## src/verilog/np_coder_pkg.sv

```systemverilog
package np_coder_pkg;

  // field widths
  localparam int unsigned CODE_W  = 11;
  localparam int unsigned SEL_W   = 5;
  localparam int unsigned OUI_W   = 24;
  localparam int unsigned PHYID_W = 16;
  localparam int unsigned USER_W  = 9;
  localparam int unsigned IDX_W   = 3;
  localparam int unsigned KIND_W  = 2;

  // selector encoding; only this one value is allocated here
  localparam logic [4:0] SEL_ALLOCATED = 5'h01;

  // message codes
  localparam logic [10:0] MSG_CODE_ALL_ZERO  = 11'h000;
  localparam logic [10:0] MSG_CODE_ALL_ONE   = 11'h7FF;
  localparam logic [10:0] MSG_CODE_NULL      = 11'h001;
  localparam logic [10:0] MSG_CODE_RF        = 11'h004;
  localparam logic [10:0] MSG_CODE_OUI       = 11'h005;
  localparam logic [10:0] MSG_CODE_PHY       = 11'h006;
  localparam logic [10:0] MSG_CODE_LAST_USED = 11'h006;

  // pages sent after each message page
  localparam logic [2:0] UNF_PAGES_RF  = 3'h1;
  localparam logic [2:0] UNF_PAGES_ID  = 3'h4;
  localparam logic [2:0] UNF_PAGES_RAW = 3'h0;
  localparam int unsigned PAGE_SLOTS   = 5;

  // identifier slicing
  localparam int unsigned OUI_P1_HI = 23;
  localparam int unsigned OUI_P1_LO = 13;
  localparam int unsigned OUI_P2_HI = 12;
  localparam int unsigned OUI_P2_LO = 2;
  localparam int unsigned PHY_P1_LO = 5;

  // requested message kind
  typedef enum logic [1:0] {
    KIND_RF  = 2'b00,
    KIND_OUI = 2'b01,
    KIND_PHY = 2'b10,
    KIND_RAW = 2'b11
  } msg_kind_e;

  typedef enum logic [1:0] {
    ST_IDLE = 2'b00,
    ST_SEND = 2'b01,
    ST_NULL = 2'b10
  } coder_state_e;

endpackage

```

## src/verilog/np_message_coder.sv

```systemverilog
`timescale 1ns/10ps
`default_nettype none

// How it works
// selector names the base message type
// reserved selector values are never sent
// message code sets meaning of following pages
// reserved message codes are never sent
// all-zero message code is never sent
// all-one message code is never sent
// send null code while partner has pages
// remote fault followed by one page
// OUI message followed by four pages
// page one holds OUI 23:13, top-aligned
// page two holds OUI 12:2, top-aligned
// page three holds OUI 1:0 and user code
// page four holds only user code
// PHY page one holds word1 15:5
// PHY page two: word1 4:0, word2 15:10
// PHY page three: word2 9:0, user bit
// pages go in order, code held stable
module np_message_coder (
  // clock and reset
  input  wire logic        clk,
  input  wire logic        rst,
  // base page selector
  input  wire logic [4:0]  base_sel_req,
  input  wire logic        base_sel_load,
  output logic [4:0]       base_selector,
  output logic             base_sel_reject,
  // message request
  input  wire logic        msg_req_valid,
  input  wire logic [1:0]  msg_req_kind,
  input  wire logic [10:0] raw_msg_code,
  output logic             msg_req_ready,
  output logic             msg_req_reject,
  // message contents
  input  wire logic [10:0] fault_type,
  input  wire logic [23:0] oui_value,
  input  wire logic [15:0] phy_identifier_value_word1,
  input  wire logic [15:0] phy_identifier_value_word2,
  input  wire logic [8:0]  oui_user_code,
  input  wire logic        phy_user_bit,
  input  wire logic [10:0] last_user_code,
  // next page exchange
  input  wire logic        np_active,
  input  wire logic        lp_pages_pending,
  input  wire logic        page_done,
  output logic             page_valid,
  output logic [10:0]      page_code,
  output logic             page_is_message,
  output logic             page_more,
  output logic [2:0]       page_index
);

  localparam int unsigned CW = np_coder_pkg::CODE_W;
  localparam int unsigned IW = np_coder_pkg::IDX_W;
  localparam int unsigned NP = np_coder_pkg::PAGE_SLOTS;

  // message code chosen for each kind
  function automatic logic [CW-1:0] kind_code(input logic [1:0] kind,
                                              input logic [CW-1:0] raw);
    logic [CW-1:0] c;
    c = raw;
    case (kind)
      np_coder_pkg::KIND_RF:  c = np_coder_pkg::MSG_CODE_RF;
      np_coder_pkg::KIND_OUI: c = np_coder_pkg::MSG_CODE_OUI;
      np_coder_pkg::KIND_PHY: c = np_coder_pkg::MSG_CODE_PHY;
      default:                c = raw;
    endcase
    return c;
  endfunction

  // number of unformatted pages after the message page
  function automatic logic [IW-1:0] unf_count(input logic [1:0] kind);
    logic [IW-1:0] n;
    n = np_coder_pkg::UNF_PAGES_RAW;
    case (kind)
      np_coder_pkg::KIND_RF:  n = np_coder_pkg::UNF_PAGES_RF;
      np_coder_pkg::KIND_OUI: n = np_coder_pkg::UNF_PAGES_ID;
      np_coder_pkg::KIND_PHY: n = np_coder_pkg::UNF_PAGES_ID;
      default:                n = np_coder_pkg::UNF_PAGES_RAW;
    endcase
    return n;
  endfunction

  // code field of page n of a message (page 0 is the message page)
  function automatic logic [CW-1:0] page_word(input logic [1:0]    kind,
                                              input logic [IW-1:0] n,
                                              input logic [CW-1:0] mcode);
    logic [CW-1:0] w;
    w = mcode;
    if (n != '0) begin
      w = last_user_code;
      case (kind)
        np_coder_pkg::KIND_RF: begin
          w = fault_type;
        end
        np_coder_pkg::KIND_OUI: begin
          if (n == 3'h1) begin
            w = oui_value[np_coder_pkg::OUI_P1_HI:np_coder_pkg::OUI_P1_LO];
          end else if (n == 3'h2) begin
            w = oui_value[np_coder_pkg::OUI_P2_HI:np_coder_pkg::OUI_P2_LO];
          end else if (n == 3'h3) begin
            w = {oui_value[1:0], oui_user_code};
          end
        end
        np_coder_pkg::KIND_PHY: begin
          if (n == 3'h1) begin
            w = phy_identifier_value_word1[15:np_coder_pkg::PHY_P1_LO];
          end else if (n == 3'h2) begin
            w = {phy_identifier_value_word1[4:0], phy_identifier_value_word2[15:10]};
          end else if (n == 3'h3) begin
            w = {phy_identifier_value_word2[9:0], phy_user_bit};
          end
        end
        default: begin
          w = mcode;
        end
      endcase
    end
    return w;
  endfunction

  // legality of requested selector and code
  logic          sel_legal;
  logic          code_legal;
  logic [CW-1:0] req_code;

  assign req_code = kind_code(msg_req_kind, raw_msg_code);

  np_code_check u_check (
    .selector   (base_sel_req),
    .msg_code   (req_code),
    .sel_legal  (sel_legal),
    .code_legal (code_legal)
  );

  // base page selector
  logic [4:0] base_sel_q;
  logic [4:0] base_sel_d;
  logic       sel_rej_q;
  logic       sel_rej_d;

  always_comb begin
    base_sel_d = base_sel_q;
    sel_rej_d  = 1'b0;
    if (base_sel_load) begin
      if (sel_legal) begin
        base_sel_d = base_sel_req;
      end else begin
        sel_rej_d = 1'b1;
      end
    end
  end

  always_ff @(posedge clk) begin
    if (rst) begin
      base_sel_q <= np_coder_pkg::SEL_ALLOCATED;
      sel_rej_q  <= 1'b0;
    end else begin
      base_sel_q <= base_sel_d;
      sel_rej_q  <= sel_rej_d;
    end
  end

  assign base_selector   = base_sel_q;
  assign base_sel_reject = sel_rej_q;

  // page sequencer; page contents snapshot at request so later
  // changes on the content inputs cannot disturb a message in flight
  np_coder_pkg::coder_state_e state_q;
  np_coder_pkg::coder_state_e state_d;
  logic [CW-1:0] pages_q [NP];
  logic [CW-1:0] pages_d [NP];
  logic [IW-1:0] last_q;
  logic [IW-1:0] last_d;
  logic [IW-1:0] idx_q;
  logic [IW-1:0] idx_d;
  logic          valid_q;
  logic          valid_d;
  logic [CW-1:0] code_q;
  logic [CW-1:0] code_d;
  logic          is_msg_q;
  logic          is_msg_d;
  logic          more_q;
  logic          more_d;
  logic          rej_q;
  logic          rej_d;
  logic [IW-1:0] next_idx;

  assign next_idx = idx_q + 3'h1;

  always_comb begin
    state_d  = state_q;
    pages_d  = pages_q;
    last_d   = last_q;
    idx_d    = idx_q;
    valid_d  = valid_q;
    code_d   = code_q;
    is_msg_d = is_msg_q;
    more_d   = more_q;
    rej_d    = 1'b0;
    case (state_q)
      np_coder_pkg::ST_IDLE: begin
        if (msg_req_valid) begin
          if (!code_legal) begin
            rej_d = 1'b1;
          end else begin
            for (int i = 0; i < NP; i++) begin
              pages_d[i] = page_word(msg_req_kind, IW'(i), req_code);
            end
            last_d   = unf_count(msg_req_kind);
            idx_d    = '0;
            code_d   = req_code;
            is_msg_d = 1'b1;
            more_d   = (unf_count(msg_req_kind) != '0);
            valid_d  = 1'b1;
            state_d  = np_coder_pkg::ST_SEND;
          end
        end else if (np_active && lp_pages_pending) begin
          code_d   = np_coder_pkg::MSG_CODE_NULL;
          is_msg_d = 1'b1;
          more_d   = 1'b0;
          idx_d    = '0;
          valid_d  = 1'b1;
          state_d  = np_coder_pkg::ST_NULL;
        end
      end
      np_coder_pkg::ST_SEND: begin
        // code stays put until the exchange for this page completes
        if (page_done) begin
          if (idx_q == last_q) begin
            valid_d = 1'b0;
            state_d = np_coder_pkg::ST_IDLE;
          end else begin
            idx_d    = next_idx;
            code_d   = pages_q[next_idx];
            is_msg_d = 1'b0;
            more_d   = (next_idx != last_q);
          end
        end
      end
      np_coder_pkg::ST_NULL: begin
        if (page_done) begin
          valid_d = 1'b0;
          state_d = np_coder_pkg::ST_IDLE;
        end
      end
      default: begin
        valid_d = 1'b0;
        state_d = np_coder_pkg::ST_IDLE;
      end
    endcase
  end

  always_ff @(posedge clk) begin
    if (rst) begin
      state_q  <= np_coder_pkg::ST_IDLE;
      for (int i = 0; i < NP; i++) begin
        pages_q[i] <= np_coder_pkg::MSG_CODE_NULL;
      end
      last_q   <= '0;
      idx_q    <= '0;
      valid_q  <= 1'b0;
      code_q   <= np_coder_pkg::MSG_CODE_NULL;
      is_msg_q <= 1'b0;
      more_q   <= 1'b0;
      rej_q    <= 1'b0;
    end else begin
      state_q  <= state_d;
      pages_q  <= pages_d;
      last_q   <= last_d;
      idx_q    <= idx_d;
      valid_q  <= valid_d;
      code_q   <= code_d;
      is_msg_q <= is_msg_d;
      more_q   <= more_d;
      rej_q    <= rej_d;
    end
  end

  // a request is only looked at between messages
  assign msg_req_ready   = (state_q == np_coder_pkg::ST_IDLE);
  assign msg_req_reject  = rej_q;
  assign page_valid      = valid_q;
  assign page_code       = code_q;
  assign page_is_message = is_msg_q;
  assign page_more       = more_q;
  assign page_index      = idx_q;

endmodule

`default_nettype wire

```

## src/verilog/np_code_check.sv

```systemverilog
`timescale 1ns/10ps
`default_nettype none

// judges selector and message code values before they may go out
module np_code_check (
  // values under test
  input  wire logic [4:0]  selector,
  input  wire logic [10:0] msg_code,
  // verdicts
  output logic             sel_legal,
  output logic             code_legal
);

  always_comb begin
    sel_legal  = (selector == np_coder_pkg::SEL_ALLOCATED);
    code_legal = 1'b1;
    if (msg_code == np_coder_pkg::MSG_CODE_ALL_ZERO) begin
      code_legal = 1'b0;
    end else if (msg_code == np_coder_pkg::MSG_CODE_ALL_ONE) begin
      code_legal = 1'b0;
    end else if (msg_code > np_coder_pkg::MSG_CODE_LAST_USED) begin
      code_legal = 1'b0;
    end
  end

endmodule

`default_nettype wire

```

## config.mk

```make
export PLATFORM = sky130hd
export DESIGN_NAME = np_message_coder
export DESIGN_NICKNAME = d
export VERILOG_FILES = /design/src/verilog/np_coder_pkg.sv /design/src/verilog/np_message_coder.sv /design/src/verilog/np_code_check.sv
export SDC_FILE = /design/constraint.sdc
export NUM_CORES = 1
export LEC_CHECK = 0
export BUFFER_PORTS_ARGS = -buffer_cell sky130_fd_sc_hd__clkbuf_2
export CORE_MARGIN = 2
export CORE_UTILIZATION = 49
export CTS_BUF_LIST = sky130_fd_sc_hd__clkbuf_8
export DETAILED_ROUTE_END_ITERATION = 7
export PLACE_DENSITY = 0.87
export SYNTH_ARGS = -nofsm -noshare
export SYNTH_HDL_FRONTEND = slang
export SYNTH_SLANG_ARGS = --single-unit
```

## constraint.sdc

```tcl
create_clock -name clk -period 2.2 [get_ports clk]
set_clock_uncertainty 0.1 [all_clocks]
set_input_delay 0.33 -clock clk [delete_from_list [all_inputs] [get_ports clk]]
set_output_delay 0.33 -clock clk [all_outputs]
set_load 0.02 [all_outputs]
```

==> impl_results.md <==
- GRT met2 Usage: 0.518
- First-pass GRT wire length: 26.4 mm
- Final Hold Fails: 0
- Clock root cell: clkbuf_8
- Pwr dens: 577 mW/mm^2
- Most frequent cell after synthesis: a21oi_1
- Busiest layer in global routing: met2
- CP max FO: 8
- TritonRoute pass-1 iters: 5
- Routed wire length: 17.3 mm
- Routed len/inst: 18.9 um
- Final total power: 3660 uW
- Area after DPL: 0.00609 mm^2
- Final worst-path cycle share: 0.999
- Detailed-route vias per instance: 6.34
- Crit Path Class: flip-flop to flip-flop
- Layout cells sized above 1: 0.316
- Max rail drop VDD: 0.340 mV
- Final setup fails: 0
- Remaining DRCs: 0
- GR Layer Usage met1: 0.414
- Vias in the first global route: 5229
- Ys async rst share: 0
- Post-synth EDFFs: 0
- Max_cap viols: 0
- Mapped Avg Cell Area: 7.90 um^2
- Die area: 0.0107 mm^2
- CTS tree: built
- Hold Path Cell Cnt: 2
- Area contributors post-synth: dfxtp_1 34%, a21oi_1 13%, o21ai_0 5.6%, nor2b_1 5.0%, a22oi_1 5.0%
- Reg-to-reg critical path endpoint: page_code[10]$_SDFFE_PP0P_
- Slew margin rel.: 0.573
- GR met3 Demand/Resource: 0.0659
- Worst hold path type: input pin to flip-flop
- Max Slew Vio Count: 0
- Cell variety after synth: 51
- Gate Count Post-Synth: 612
- # H-tree levels: 3
- Clock Pin Slew Worst Setup and Hold Paths: 0.09 ns
- Hold_buf cts: 0
- Fillers: 792
- Antenna cells: 0
- Hold WS: 0.133 ns
- Layout area overhead: 31.0%
- Hold endpoint: base_sel_reject$_SDFF_PP0_
- CP arrival: 2.35 ns
- Synth warnings: 0
- Synth top cells by count: 125 x a21oi_1, 83 x dfxtp_1, 54 x o21ai_0, 47 x clkbuf_1, 43 x nand3_1
- Io pins: 138
- Post-route ant nets: 0
- Critical Path End Type: flip-flop
- CP Data Required Time: 2.36 ns
- CTS max path bufs: 2
- #FFs+latches synth: 83
- Status: completed
- DP HPWL: 12.9 mm
- Hold Crit Start: base_sel_load
- Global Route Usage Sum: 0.319
- Nets: 895
- Die width: 103 um
- Site row count: 36
- Antenna violations before repair: 0
- Port Buffers: 137
- Cell taking the most area after synthesis: dfxtp_1
- Worst r2r src: page_index[0]$_SDFFE_PP0P_
- Cts bufs inserted: 9
- RSZ-0062 raised after global routing: yes
- Synth top area share: 0.344
- Top_reg_cell synth: dfxtp_1
- Final instance area: 0.00634 mm^2
- Via Count: 5784
- Clk sinks: 83
- Worst-Skew Late Latency: 0.36 ns
- Fmax: 455 MHz
- Pleak: 0.00258 uW
- Starting density of the core: 0.499
- Syn nets: 732
- Worst slew pin tran: 0.637 ns
- Die height: 103 um
- Seq/Total Area, Yosys: 0.344
- DR iter-0 viols: 720
- Startpoint types: flip-flop
- FF-to-FF path depth: 7
- Reg2reg setup slack: 0.003 ns
- Core Region: 0.00968 mm^2
- Global route total overflow: 0
- Largest net degree at the start of global routing: 41
- Mapped cell area: 0.00484 mm^2
- Crit path time final: 2.20 ns
- GPL Wtd Cong: 1.12
## what timing repair did
action	4_1_cts	5_1_grt
setup buffers	0	1
hold endpoints to repair	0	0
gates resized for setup	3	16
pin swaps	0	1
endpoints found under the setup margin	2	10
gates cloned	0	1
## state kept, by name, indices dropped and copies added (netlist names)
signal and flops:
pages_q 55, page_code 11, base_selector 5, page_index 3
last_q 2, state_q 2, base_sel_reject 1, msg_req_reject 1
page_is_message 1, page_more 1, page_valid 1
## worst max-delay path, stage by stage (launching register included)
cell and delay [ns]:
dfxtp_2 0.33, ha_1 0.34, nand2_1 0.07, buf_4 0.18, a211oi_1 0.56, a2111oi_4 0.10, buf_4 0.16, mux2_2 0.25
## placed cells by master (no fill, tap or decap), types with 6 or more instances in the layout
cell,count
nand2b_1,6
dfxtp_1,81
a211oi_1,13
o21ai_0,53
a21oi_1,125
mux2i_1,15
mux2_1,8
nor2b_1,39
nor2_1,7
a22oi_1,32
and2_1,8
ha_1,7
nand2_1,23
buf_4,67
o22a_1,8
clkbuf_2,137
nand3_1,43
clkbuf_8,10
## where the power goes
part / switching, uW / internal [uW]
Clock: 574 / 431
Combinational: 576 / 434
Sequential: 51.3 / 1590
## metal layers
layer	wire (um)	up-vias
met5	0	-
met4	844	0
met3	1670	90
met2	8080	382
met1	6670	2707
li1	-	2605
## per-stage QoR
| step | utilization | TNS (ns) | setup WS [ns] | cells |
|---|---|---|---|---|
| 2_1_floorplan | - | -0.0693 | -0.00866 | 612 |
| 3_3_place_gp | 0.628 | -5.73 | -0.192 | 895 |
| 3_5_place_dp | 0.628 | -11.05 | -0.309 | 895 |
| 4_1_cts | 0.647 | 0 | 0.00261 | 910 |
| 5_1_grt | 0.655 | -0.0352 | -0.0134 | 912 |
| 6_report | 0.655 | 0 | 0.00325 | 912 |
## how the worst max path moves through the flow
stage	startpoint	to	slack [ns]	depth (start not counted)
floorplan	page_index[2]$_SDFFE_PP0P_	page_code[1]$_SDFFE_PP0P_	-0.009	7
global route	state_q[1]$_SDFFE_PP0P_	pages_q[49]$_SDFFE_PP0P_	-0.01	7
detailed placement	msg_req_kind[0]	pages_q[33]$_SDFFE_PP1P_	-0.31	10
global placement	page_index[0]$_SDFFE_PP0P_	page_code[10]$_SDFFE_PP0P_	-0.19	8
CTS	msg_req_kind[0]	pages_q[33]$_SDFFE_PP1P_	0.003	10
finish	page_index[0]$_SDFFE_PP0P_	page_code[10]$_SDFFE_PP0P_	0.003	7
## layout make-up
type,count,area (um^2),area share
clock buffers,10,138,0.0217
clock inverters,5,30.0,0.00474
inverters,4,15.0,0.00237
multi-input cells,465,3000,0.473
flip-flops and latches,83,1660,0.263
well taps,133,166,0.0263
repair buffers,212,1330,0.209
## kinds of logic after synthesis
| group | after synthesis | share of synthesized area |
|---|---|---|
| AO/OA/AOI/OAI | 271 | 0.337 |
| AND/OR/NAND/NOR | 155 | 0.177 |
| flip-flops | 83 | 0.344 |
| buffers and inverters | 64 | 0.0543 |
| multiplexers | 27 | 0.0613 |
| adder cells (fa/ha/maj) | 7 | 0.0181 |
| XOR/XNOR | 5 | 0.00905 |
Power figures use the tool's default switching activity.
